===== src/hdl/gpx_pkg.sv =====
/*
 gpx_pkg: constants, types and register map of the eight-pin port.
 assumes one APB3 slave on pclk, 32-bit data, byte addresses.
*/
package gpx_pkg;
	localparam int NPIN = 8;
	localparam int AW = 8;
	// register byte offsets
	localparam logic [AW-1:0] A_DIR = 8'h00;
	localparam logic [AW-1:0] A_SENSE = 8'h04;
	localparam logic [AW-1:0] A_PAD = 8'h08;
	localparam logic [AW-1:0] A_PSEL = 8'h0c;
	localparam logic [AW-1:0] A_INFO = 8'h10;
	localparam logic [AW-1:0] A_DOUT = 8'h14;
	localparam logic [AW-1:0] A_DIN = 8'h18;
	localparam logic [AW-1:0] A_ISTAT = 8'h1c;
	localparam logic [AW-1:0] A_IMASK = 8'h20;
	// field positions
	localparam int F_MASK = 0;
	localparam int F_VAL = 8;
	localparam int F_TYPE = 12;
	localparam int I_DIR = 0;
	localparam int I_SNS = 4;
	localparam int I_STR = 8;
	localparam int I_TYPE = 12;
	localparam int I_PADOK = 16;

	typedef enum logic [1:0] {
		DIR_IN = 2'h0,
		DIR_OUT = 2'h1,
		DIR_HW = 2'h2
	} gpx_dir_t;
	typedef enum logic [2:0] {
		SNS_FALL = 3'h0,
		SNS_RISE = 3'h1,
		SNS_BOTH = 3'h2,
		SNS_LOW = 3'h3,
		SNS_HIGH = 3'h4
	} gpx_sense_t;
	typedef enum logic [1:0] {
		STR_2MA = 2'h0,
		STR_4MA = 2'h1,
		STR_8MA = 2'h2,
		STR_8MA_SC = 2'h3
	} gpx_str_t;
	typedef enum logic [2:0] {
		PT_STD = 3'h0,
		PT_STD_WPU = 3'h1,
		PT_STD_WPD = 3'h2,
		PT_OD = 3'h3,
		PT_OD_WPU = 3'h4,
		PT_OD_WPD = 3'h5,
		PT_ANALOG = 3'h6
	} gpx_ptype_t;

	typedef struct packed {
		gpx_dir_t dir;
		gpx_sense_t sense;
		gpx_str_t strength;
		gpx_ptype_t ptype;
		logic pad_ok;
	} gpx_cfg_t;

	localparam gpx_cfg_t CFG_RST = '{dir: DIR_IN, sense: SNS_FALL, strength: STR_2MA,
		ptype: PT_STD, pad_ok: 1'b0};
	localparam logic [NPIN-1:0] BYTE_RST = 8'h00;
endpackage : gpx_pkg


===== src/hdl/gpx_pin_cfg.sv =====
/*
 gpx_pin_cfg: configuration storage of one pin.
 assumes the caller validated the written codes and the mask bit.
*/
`timescale 1ns/10ps
module gpx_pin_cfg (
	input wire logic pclk, // clock
	input wire logic presetn, // async reset, low
	input wire logic sel, // pin chosen by mask
	input wire logic wr_dir, // direction write
	input wire logic wr_sense, // sense write
	input wire logic wr_pad, // pad write
	input gpx_pkg::gpx_cfg_t wval, // values written
	output gpx_pkg::gpx_cfg_t cfg // held settings
);
	always_ff @(posedge pclk or negedge presetn) begin
		if (!presetn) begin
			cfg <= gpx_pkg::CFG_RST;
		end else if (sel) begin
			if (wr_dir)
				cfg.dir <= wval.dir;
			if (wr_sense)
				cfg.sense <= wval.sense;
			if (wr_pad) begin
				cfg.strength <= wval.strength;
				cfg.ptype <= wval.ptype;
				cfg.pad_ok <= 1'b1;
			end
		end
	end
endmodule : gpx_pin_cfg


===== src/hdl/gpx_irq_detect.sv =====
/*
 gpx_irq_detect: interrupt sense detector of one pin.
 assumes din is already gated by the pad and synchronous to pclk.
*/
`timescale 1ns/10ps
module gpx_irq_detect (
	input wire logic pclk, // clock
	input wire logic presetn, // async reset, low
	input gpx_pkg::gpx_sense_t sense, // sense type
	input wire logic din, // gated pin level
	output logic hit // event this cycle
);
	logic prev;

	always_ff @(posedge pclk or negedge presetn) begin
		if (!presetn)
			prev <= 1'b0;
		else
			prev <= din;
	end

	always_comb begin
		case (sense)
			gpx_pkg::SNS_FALL: hit = prev & ~din;
			gpx_pkg::SNS_RISE: hit = ~prev & din;
			gpx_pkg::SNS_BOTH: hit = prev ^ din;
			gpx_pkg::SNS_LOW: hit = ~din;
			gpx_pkg::SNS_HIGH: hit = din;
			default: hit = 1'b0;
		endcase
	end
endmodule : gpx_irq_detect


===== src/hdl/gpx_port.sv =====
/*
 gpx_port: eight-pin general-purpose port, APB3 slave with zero wait.
 assumes pin inputs and peripheral signals are synchronous to pclk.
*/
`timescale 1ns/10ps
module gpx_port #(
	parameter int NPIN = gpx_pkg::NPIN
) (
	input wire logic pclk, // clock, 100 MHz
	input wire logic presetn, // async reset, low
	input wire logic psel, // apb select
	input wire logic penable, // apb access phase
	input wire logic pwrite, // apb write
	input wire logic [gpx_pkg::AW-1:0] paddr, // apb byte address
	input wire logic [31:0] pwdata, // apb write data
	output logic [31:0] prdata, // apb read data
	output logic pready, // apb ready
	output logic pslverr, // apb error
	input wire logic [NPIN-1:0] pin_in, // pad input levels
	output logic [NPIN-1:0] pin_out, // pad output level
	output logic [NPIN-1:0] pin_oe, // pad output enable
	output logic [NPIN-1:0] pin_pu, // weak pull-up on
	output logic [NPIN-1:0] pin_pd, // weak pull-down on
	output logic [NPIN-1:0][1:0] drive_strength_out, // per-pin strength
	output logic [NPIN-1:0][2:0] pad_type_out, // per-pin pad type
	input wire logic [NPIN-1:0] hw_out, // peripheral output
	input wire logic [NPIN-1:0] hw_oe, // peripheral output enable
	output logic [NPIN-1:0] hw_in, // input to peripheral
	output logic irq // level interrupt
);
	////////////////////////////////////////////////////////////////
	// bus decode
	logic access;
	logic wr;
	logic hit_addr;
	logic [NPIN-1:0] pin_select_mask;
	logic wr_dir;
	logic wr_sense;
	logic wr_pad;
	logic dir_ok;
	logic sense_ok;
	logic pad_ok_val;
	gpx_pkg::gpx_cfg_t wval;
	gpx_pkg::gpx_cfg_t cfg [NPIN];
	logic [2:0] pin_index;
	logic [NPIN-1:0] data_out;
	logic [NPIN-1:0] in_gated;
	logic [NPIN-1:0] ev;
	logic [NPIN-1:0] istat;
	logic [NPIN-1:0] imask;
	logic [NPIN-1:0] iclr;
	logic [NPIN-1:0] next_istat;
	logic [31:0] rmux;

	assign access = psel & penable;
	assign wr = access & pwrite;
	assign pready = 1'b1;
	assign pin_select_mask = pwdata[gpx_pkg::F_MASK +: NPIN];
	assign dir_ok = pwdata[gpx_pkg::F_VAL +: 2] <= gpx_pkg::DIR_HW;
	assign sense_ok = pwdata[gpx_pkg::F_VAL +: 3] <= gpx_pkg::SNS_HIGH;
	assign pad_ok_val = pwdata[gpx_pkg::F_TYPE +: 3] <= gpx_pkg::PT_ANALOG;
	assign wr_dir = wr && paddr == gpx_pkg::A_DIR && dir_ok;
	assign wr_sense = wr && paddr == gpx_pkg::A_SENSE && sense_ok;
	assign wr_pad = wr && paddr == gpx_pkg::A_PAD && pad_ok_val;

	always_comb begin
		wval = gpx_pkg::CFG_RST;
		wval.dir = gpx_pkg::gpx_dir_t'(pwdata[gpx_pkg::F_VAL +: 2]);
		wval.sense = gpx_pkg::gpx_sense_t'(pwdata[gpx_pkg::F_VAL +: 3]);
		wval.strength = gpx_pkg::gpx_str_t'(pwdata[gpx_pkg::F_VAL +: 2]);
		wval.ptype = gpx_pkg::gpx_ptype_t'(pwdata[gpx_pkg::F_TYPE +: 3]);
	end

	always_comb begin
		case (paddr)
			gpx_pkg::A_DIR, gpx_pkg::A_SENSE, gpx_pkg::A_PAD, gpx_pkg::A_PSEL,
			gpx_pkg::A_INFO, gpx_pkg::A_DOUT, gpx_pkg::A_DIN, gpx_pkg::A_ISTAT,
			gpx_pkg::A_IMASK: hit_addr = 1'b1;
			default: hit_addr = 1'b0;
		endcase
	end
	assign pslverr = access & ~hit_addr;

	////////////////////////////////////////////////////////////////
	// per-pin storage and detectors
	for (genvar i = 0; i < NPIN; i++) begin : g_pin
		gpx_pin_cfg u_cfg (
			.pclk(pclk),
			.presetn(presetn),
			.sel(pin_select_mask[i]),
			.wr_dir(wr_dir),
			.wr_sense(wr_sense),
			.wr_pad(wr_pad),
			.wval(wval),
			.cfg(cfg[i])
		);
		gpx_irq_detect u_det (
			.pclk(pclk),
			.presetn(presetn),
			.sense(cfg[i].sense),
			.din(in_gated[i]),
			.hit(ev[i])
		);
		// pad path only after pad config, analog has no digital path
		assign in_gated[i] = cfg[i].pad_ok && cfg[i].ptype != gpx_pkg::PT_ANALOG
			&& pin_in[i];
	end

	////////////////////////////////////////////////////////////////
	// plain registers
	always_ff @(posedge pclk or negedge presetn) begin
		if (!presetn)
			pin_index <= 3'h0;
		else if (wr && paddr == gpx_pkg::A_PSEL)
			pin_index <= pwdata[2:0];
	end

	always_ff @(posedge pclk or negedge presetn) begin
		if (!presetn)
			data_out <= gpx_pkg::BYTE_RST;
		else if (wr && paddr == gpx_pkg::A_DOUT)
			data_out <= pwdata[NPIN-1:0];
	end

	always_ff @(posedge pclk or negedge presetn) begin
		if (!presetn)
			imask <= gpx_pkg::BYTE_RST;
		else if (wr && paddr == gpx_pkg::A_IMASK)
			imask <= pwdata[NPIN-1:0];
	end

	////////////////////////////////////////////////////////////////
	// interrupt status, set wins over write-one clear
	assign iclr = (wr && paddr == gpx_pkg::A_ISTAT) ? pwdata[NPIN-1:0] : '0;
	assign next_istat = (istat & ~iclr) | ev;

	always_ff @(posedge pclk or negedge presetn) begin
		if (!presetn)
			istat <= gpx_pkg::BYTE_RST;
		else
			istat <= next_istat;
	end
	assign irq = |(istat & imask);

	////////////////////////////////////////////////////////////////
	// pad drive, registered
	always_ff @(posedge pclk or negedge presetn) begin
		if (!presetn) begin
			pin_out <= '0;
			pin_oe <= '0;
			pin_pu <= '0;
			pin_pd <= '0;
			drive_strength_out <= '0;
			pad_type_out <= '0;
			hw_in <= '0;
		end else begin
			for (int i = 0; i < NPIN; i++) begin
				logic drv;
				logic drv_en;
				logic od;
				drv = cfg[i].dir == gpx_pkg::DIR_HW ? hw_out[i] : data_out[i];
				drv_en = cfg[i].pad_ok && cfg[i].ptype != gpx_pkg::PT_ANALOG &&
					(cfg[i].dir == gpx_pkg::DIR_OUT ||
					(cfg[i].dir == gpx_pkg::DIR_HW && hw_oe[i]));
				od = cfg[i].ptype inside {gpx_pkg::PT_OD, gpx_pkg::PT_OD_WPU,
					gpx_pkg::PT_OD_WPD};
				pin_out[i] <= od ? 1'b0 : drv;
				pin_oe[i] <= od ? (drv_en & ~drv) : drv_en;
				pin_pu[i] <= cfg[i].pad_ok && cfg[i].ptype inside {gpx_pkg::PT_STD_WPU,
					gpx_pkg::PT_OD_WPU};
				pin_pd[i] <= cfg[i].pad_ok && cfg[i].ptype inside {gpx_pkg::PT_STD_WPD,
					gpx_pkg::PT_OD_WPD};
				drive_strength_out[i] <= cfg[i].strength;
				pad_type_out[i] <= cfg[i].ptype;
				hw_in[i] <= cfg[i].dir == gpx_pkg::DIR_HW && in_gated[i];
			end
		end
	end

	////////////////////////////////////////////////////////////////
	// read data, captured in the setup cycle
	always_comb begin
		rmux = '0;
		case (paddr)
			gpx_pkg::A_PSEL: rmux[2:0] = pin_index;
			gpx_pkg::A_INFO: begin
				rmux[gpx_pkg::I_DIR +: 2] = cfg[pin_index].dir;
				rmux[gpx_pkg::I_SNS +: 3] = cfg[pin_index].sense;
				rmux[gpx_pkg::I_STR +: 2] = cfg[pin_index].strength;
				rmux[gpx_pkg::I_TYPE +: 3] = cfg[pin_index].ptype;
				rmux[gpx_pkg::I_PADOK] = cfg[pin_index].pad_ok;
			end
			gpx_pkg::A_DOUT: rmux[NPIN-1:0] = data_out;
			gpx_pkg::A_DIN: rmux[NPIN-1:0] = in_gated;
			gpx_pkg::A_ISTAT: rmux[NPIN-1:0] = istat;
			gpx_pkg::A_IMASK: rmux[NPIN-1:0] = imask;
			default: rmux = '0;
		endcase
	end

	always_ff @(posedge pclk or negedge presetn) begin
		if (!presetn)
			prdata <= '0;
		else if (psel && !penable)
			prdata <= rmux;
	end

	logic rd_info;
	assign rd_info = psel && !penable && !pwrite && paddr == gpx_pkg::A_INFO;
endmodule : gpx_port


===== config.mk =====
export PLATFORM = sky130hd
export DESIGN_NAME = gpx_port
export DESIGN_NICKNAME = d
export VERILOG_FILES = /design/src/hdl/gpx_pkg.sv /design/src/hdl/gpx_pin_cfg.sv /design/src/hdl/gpx_irq_detect.sv /design/src/hdl/gpx_port.sv
export SDC_FILE = /design/constraint.sdc
export NUM_CORES = 1
export LEC_CHECK = 0
export ABC_AREA = 1
export BUFFER_PORTS_ARGS = -buffer_cell sky130_fd_sc_hd__buf_4
export CAP_MARGIN = 20
export CORE_ASPECT_RATIO = 0.6
export CORE_UTILIZATION = 51
export CTS_CLUSTER_SIZE = 14
export DETAILED_ROUTE_END_ITERATION = 8
export GPL_TIMING_DRIVEN = 1
export PLACE_DENSITY = 0.81
export SYNTH_ARGS = -nofsm -noshare
export SYNTH_HDL_FRONTEND = slang
export SYNTH_HIERARCHICAL = 1
export SYNTH_SLANG_ARGS = --single-unit

===== constraint.sdc =====
create_clock -name pclk -period 1.7 [get_ports pclk]
set_clock_uncertainty 0.15 [all_clocks]
set_input_delay 0.34 -clock pclk [delete_from_list [all_inputs] [get_ports pclk]]
set_output_delay 0.34 -clock pclk [all_outputs]
set_load 0.01 [all_outputs]

==> flow_summary.yaml, run 1 <==
status:
  status: "finished, violations left"
  violations: "negative setup slack"
setup_path:
  worstPathMaxFanout: 3
  slowest_stage: "dfrtp_1"
  critical_path_arrival_ps: 1510
  critical_path_class: "flip-flop to output pin"
  cp_cell_sequence: "nand2_1 > nand2_2 > a221oi_2 > nand2_1 > buf_6"
  cp.buffers_inverters: 1
  required_ps: 1210
  start_kind: "flip-flop"
  crit_top_cell: "nand2_1"
  crit_path_max_incr_delay_ps: 410
  critPathCaptureType: "output pin"
  crit_family: "flip-flops"
drt:
  dr_total_vias: 10400
  drt_first_pass_iters: 6
  via_per_inst: 5.56
  post_drt_wl_per_cell_um: 17.9
  finalWirelength_um: 33400
  drt_iter0_markers: 1188
  ant_nets: 0
  route.detailed.drc: 0
grt:
  grt_pass1_vias: 9619
  gr-total-overflow: 0
  grt.total_usage_pct: 30.4
  grt_antenna_before_repair: 0
  grt_pass1_wl_um: 50800
  grt_max_degree: 44
placement:
  port_buffers: 146
  dpl_cell_area_mm2: 0.0128
  dpl.cell_count: 1802
  dpl.hpwl_um: 23300
  gp_congestion: 0.935
  place_ws_ps: -327
final_layout:
  fin_area_mm2: 0.0142
  nets: 1676
  diodes: 0
  area_growth_pct: 34.7
  drive_above_1_share_pct: 30.8
  finalNonFillerCells: 1872
cts:
  cts_buffers: 20
  insertion_delay_ps: 500
  cts_max_path_buffers: 3
  cts.clk_slew.worst_paths_ps: 70
  cts_tree: "done"
  clkSinkCount: 217
  root_buffer: "clkbuf_16"
  ctsHtreeMaxLevel: 1
synthesis:
  yosys.area.top_type_share_pct: 51.7
  async_flop_share_pct: 100
  synth.avg_cell_area_um2: 8.17
  yosysMostFrequentCell: "nand2_1"
  synthesis.area_mm2: 0.0105
  ys_ff_latch: 217
  synth_area_leaders: "dfrtp_1 52%, nand2_1 14%, nand3_1 7.6%"
  synth_edf_count: 0
  synth_warnings: 6
  synth_common_cells: "402 x nand2_1, 217 x dfrtp_1, 160 x nand3_1, 141 x inv_1, 81 x nor2_1"
  seq_area_frac_synth_pct: 51.7
  yosysTopAreaCell: "dfrtp_1"
  synthDistinctLibCells: 36
  syn_inst: 1286
  synth_top_flop_cell: "dfrtp_1"
pwr:
  leakage_nw: 7.51
  power_mw: 10.5
  p_per_area_mw_per_mm2: 739
  vdd_drop_max_v: 0.000812
timing:
  max_freq_mhz: 500
  maxSlewViolCount: 0
  min_period_over_period_pct: 118
  rsz0062_at_grt: "yes"
  finalWorstSetupSlack_ps: -300
  whs_ps: 11.9
  hold_viol_final: 0
  layout_min_cycle_time_ps: 2000
  setup_violations: 6
floorplan:
  ios: 184
  core_region_area_mm2: 0.0201
  die-area_mm2: 0.0212
  fp.dieW_um: 187
  rows: 40
  initial_core_util_pct: 52.2
  die_h_um: 113
run:
  max-cap-violations: 0
hold_path:
  hp-class: "primary input to flip-flop"
[worst paths after layout]
| check | slack [ps] | to | cells after the start | startpoint |
|---|---|---|---|---|
| min reg2reg | 290 | drive_strength_out[14]$_DFF_PN0_ | 0 | g_pin[7].u_cfg/cfg[4]$_DFFE_PN0P_ |
| max reg2reg | -40 | prdata[4]$_DFFE_PN0P_ | 9 | pin_index[0]$_DFFE_PN0P_ |
| min in group asynchronous | 180 | pin_pu[6]$_DFF_PN0_ | 2 | presetn |
| max in group asynchronous | 550 | pad_type_out[10]$_DFF_PN0_ | 3 | presetn |
| min | 10 | pin_out[7]$_DFF_PN0_ | 3 | hw_out[7] |
| max | -300 | irq | 5 | imask[1]$_DFFE_PN0P_ |
[per-stage QoR]
stage                     setup TNS [ps]  util (%)
after global routing               -1200      70.3
after floorplan                   -48880         -
after detailed placement          -24740      63.6
after global placement            -22150      63.6
final                               -576      70.3
after CTS                           -409      68.1
[timing repair]
item / 4_1_cts / 5_1_grt
pin swaps: 27 / 49
resized for setup: 37 / 85
setup endpoints to repair: 9 / 17
hold buffers: 4 / 0
endpoints found under the hold margin: 167 / 0
setup buffers: 16 / 21
[tightest hold or removal path, delay by kind of cell]
kind / cells / cell delay [ps]
and+or+nand+nor: 1 / 120
muxes: 1 / 70
buffers and inverters: 1 / 80
[registers in the layout, summed over array words and instances (netlist names)]
name	cells
drive_strength_out	16
pad_type_out	24
g_pin.u_cfg/cfg	88
pin_oe	8
prdata	14
istat	8
hw_in	8
data_out	8
g_pin.u_det/prev	8
imask	8
pin_pd	8
pin_index	3
pin_pu	8
pin_out	8
[power breakdown]
part	switching [mW]	total (mW)	internal, mW
combinational	0.550	0.903	0.354
clock	1.90	4.30	2.40
sequential	0.0430	5.26	5.21
total	2.50	10.5	7.97
[cells by family (layout without fill, tap and decap cells)]
kind of cell | count (synthesis) | count (layout) | share of synthesized area (%)
AO/OA/AOI/OAI | 118 | 118 | 6.62
XOR/XNOR | 4 | 4 | 0.333
adder cells (fa/ha/maj) | 16 | 16 | 1.91
buffers and inverters | 198 | 494 | 8.62
flip-flops | 217 | 217 | 51.7
multiplexers | 8 | 8 | 0.762
other | 2 | 19 | 0.0715
AND/OR/NAND/NOR | 723 | 723 | 30.0
[cell usage in the layout (no fill, tap or decap), types with 21 or more instances in the layout]
master,count
clkbuf_16,21
buf_4,287
nor2_1,68
a21oi_1,31
nand2_1,386
inv_1,116
nand3_1,142
nor3_1,31
inv_2,35
o21ai_0,45
nand2_2,31
dfrtp_1,216
[routing by layer]
layer	share of wire, %	wire [um]	global-route usage (%)
met2	44	14700	46.1
met5	0	0	0
met1	41	13800	44.1
met3	12	4110	7.44
met4	2.6	882	7.32
[layout make-up]
type                            instances  area, um2
Clock buffer                           27        588
Clock inverter                          3       17.5
Fill cell                            1464       5970
Inverter                              153        583
Multi-Input combinational cell        888       4700
Sequential cell                       217       5430
Tap cell                              273        342
Timing Repair Buffer                  311       2490
No activity file was read; power rests on OpenSTA's default activity.
==> run 2: changes to the inputs <==
==> constraint.sdc (replaced) <==
create_clock -name pclk -period 1.6 [get_ports pclk]
set_clock_uncertainty 0.15 [all_clocks]
set_input_delay 0.32 -clock pclk [delete_from_list [all_inputs] [get_ports pclk]]
set_output_delay 0.32 -clock pclk [all_outputs]
set_load 0.01 [all_outputs]
==> run 2 against run 1 <==
Compared with the run above: clock power is 19% higher; combinational power is 14% higher; final cell count is 1.9% higher; critical endpoint unchanged; sequential share of layout area is 1.9 points lower; the flow still finishes with violations (negative setup slack); first-iteration DRC count is 1.8% higher; wire length is 6.2% higher; utilization is 3.6 points higher; largest cell class unchanged; sequential cell count stayed put; worst hold slack worse by 12 ps; register-to-register slack worse by 110 ps; die area stayed put; sequential power is 6.1% higher.
==> flow_summary.yaml, run 2 (synthesis results as in run 1) <==
final_layout:
  diodes: 0
  nets: 1709
  reg_top3: "g_pin.u_cfg/cfg x88, pad_type_out x24, drive_strength_out x16"
  drive_above_1_share_pct: 34.7
  layout.cells.most_common: "nand2_1"
  finalNonFillerCells: 1908
  largest_reg_flops: 88
  regMostFlops: "g_pin.u_cfg/cfg"
  final_cell_mix: "380 x nand2_1, 298 x buf_4, 216 x dfrtp_1, 130 x nand3_1, 111 x inv_1"
  area_growth_pct: 41.6
  fin_area_mm2: 0.0149
  final_util_pct: 73.9
setup_path:
  critPathCaptureType: "output pin"
  worstPathMaxFanout: 3
  required_ps: 1130
  critical_path_arrival_ps: 1510
  crit_top_cell: "nand2_2"
  r2r-end: "istat[1]$_DFF_PN0_"
  critical_path_class: "flip-flop to output pin"
  cp_cell_sequence: "nand2_2 > nand2_2 > a221oi_2 > nand2_1 > buf_6"
  slowest_stage: "dfrtp_1"
  start_kind: "flip-flop"
  r2r_start: "g_pin[1].u_cfg/cfg[1]$_DFFE_PN0P_"
  reg2reg_depth: 13
  r2r_setup_slack_ps: -150
  crit_path_max_incr_delay_ps: 410
pwr:
  p_seq_share_pct: 47.6
  switching_share_pct: 23.7
  vdd_drop_max_v: 0.000698
  p_per_area_mw_per_mm2: 788
  pwr-share-comb_pct: 8.8
  leakage_nw: 7.81
  pwr-share-clk_pct: 43.6
  power.internal_mw: 8.95
  power.switching_mw: 2.78
cts:
  cts_tree: "done"
  ctsHtreeMaxLevel: 1
  cts_max_path_buffers: 3
  root_buffer: "clkbuf_16"
  cts.clk_slew.worst_paths_ps: 70
  insertion_delay_ps: 510
  clkSinkCount: 217
  cts_buffers: 21
timing:
  min_period_over_period_pct: 124
  layout_min_cycle_time_ps: 1980
  finalWorstSetupSlack_ps: -384
  max_freq_mhz: 504
  hold_viol_final: 0
  maxSlewViolCount: 0
  setup_violations: 15
  rsz0062_at_grt: "yes"
placement:
  gp_congestion: 0.945
  dpl.hpwl_um: 23700
  dpl.cell_count: 1820
  port_buffers: 146
  dpl_cell_area_mm2: 0.0131
  place_ws_ps: -367
grt:
  grt.total_usage_pct: 31.9
  grt_pass1_wl_um: 52900
  gr-total-overflow: 0
  grt_max_degree: 40
  grt_antenna_before_repair: 1
  grt_pass1_vias: 10100
floorplan:
  fp.dieW_um: 187
  die-area_mm2: 0.0212
  ios: 184
  die_h_um: 113
  initial_core_util_pct: 52.2
  core_region_area_mm2: 0.0201
  rows: 40
run:
  max-cap-violations: 0
status:
  violations: "negative setup slack"
  status: "finished, violations left"
drt:
  post_drt_wl_per_cell_um: 18.6
  via_per_inst: 5.61
  finalWirelength_um: 35500
  drt_iter0_markers: 1209
  ant_nets: 0
  drt_first_pass_iters: 6
  dr_total_vias: 10700
  route.detailed.drc: 0
hold_path:
  hp-class: "primary input to flip-flop"
  whs_endpoint: "pin_oe[3]$_DFF_PN0_"
  min_path_cells: 4
  hp-start: "hw_out[3]"
[run 2: worst max-delay path by stage]
| stage | startpoint | end | slack, ps |
|---|---|---|---|
| 2_1_floorplan | paddr[5] | g_pin[0].u_cfg/cfg[1]$_DFFE_PN0P_ | -950 |
| 3_3_place_gp | paddr[5] | pslverr | -340 |
| 3_5_place_dp | paddr[6] | g_pin[6].u_cfg/cfg[3]$_DFFE_PN0P_ | -370 |
| 4_1_cts | istat[4]$_DFF_PN0_ | irq | -360 |
| 5_1_grt | istat[4]$_DFF_PN0_ | irq | -420 |
| 6_report | istat[4]$_DFF_PN0_ | irq | -380 |
[run 2: final cells by class]
type,instances,area (um2)
Tap cell,273,342
Inverter,153,593
Sequential cell,217,5430
Timing Repair inverter,1,6.26
Clock inverter,5,78.8
Clock buffer,29,616
Multi-Input combinational cell,888,4900
Fill cell,1340,5240
Timing Repair Buffer,342,2910
[run 2: critical path: cells and delay by family (launching register included)]
family	cells	cell delay (ps)
buf+inv	1	130
simple gates	3	320
compound gates	1	170
flops	1	410
[run 2: power by group through the flow]
stage	registers, mW	clock network, mW	logic [mW]
2_1_floorplan	5.69	0	0.356
3_3_place_gp	5.68	0	0.854
3_5_place_dp	5.68	0	0.878
4_1_cts	5.58	5.10	0.962
5_1_grt	5.59	5.35	1.11
6_report	5.58	5.11	1.03
[run 2: per-stage QoR]
stage	hold WS [ps]	setup TNS, ps	power, mW
after global placement	97.5	-29960	6.53
after detailed placement	101	-32140	6.56
after floorplan	-126	-56280	6.04
after CTS	0.195	-791	11.6
final	0.0873	-1330	11.7
after global routing	10.9	-2550	12.0
[run 2: routing by layer]
| metal | part of all wire, % | vias up | track usage, % | wire [um] |
|---|---|---|---|---|
| li1 | - | 4761 | - | - |
| met2 | 44 | 738 | 48.8 | 15600 |
| met3 | 12 | 105 | 7.29 | 4330 |
| met4 | 3.2 | 2 | 8.09 | 1140 |
| met5 | 0.11 | - | 0 | 39 |
| met1 | 41 | 5093 | 46.1 | 14400 |
[run 2: timing repair]
item                                    in CTS  in global routing
hold endpoints to repair                   225                  0
hold buffers                                 7                  0
gates resized for setup                     70                105
setup buffers                               26                 19
pin swaps                                   58                 64
endpoints found under the setup margin      15                 23
gates cloned                                 1                  4
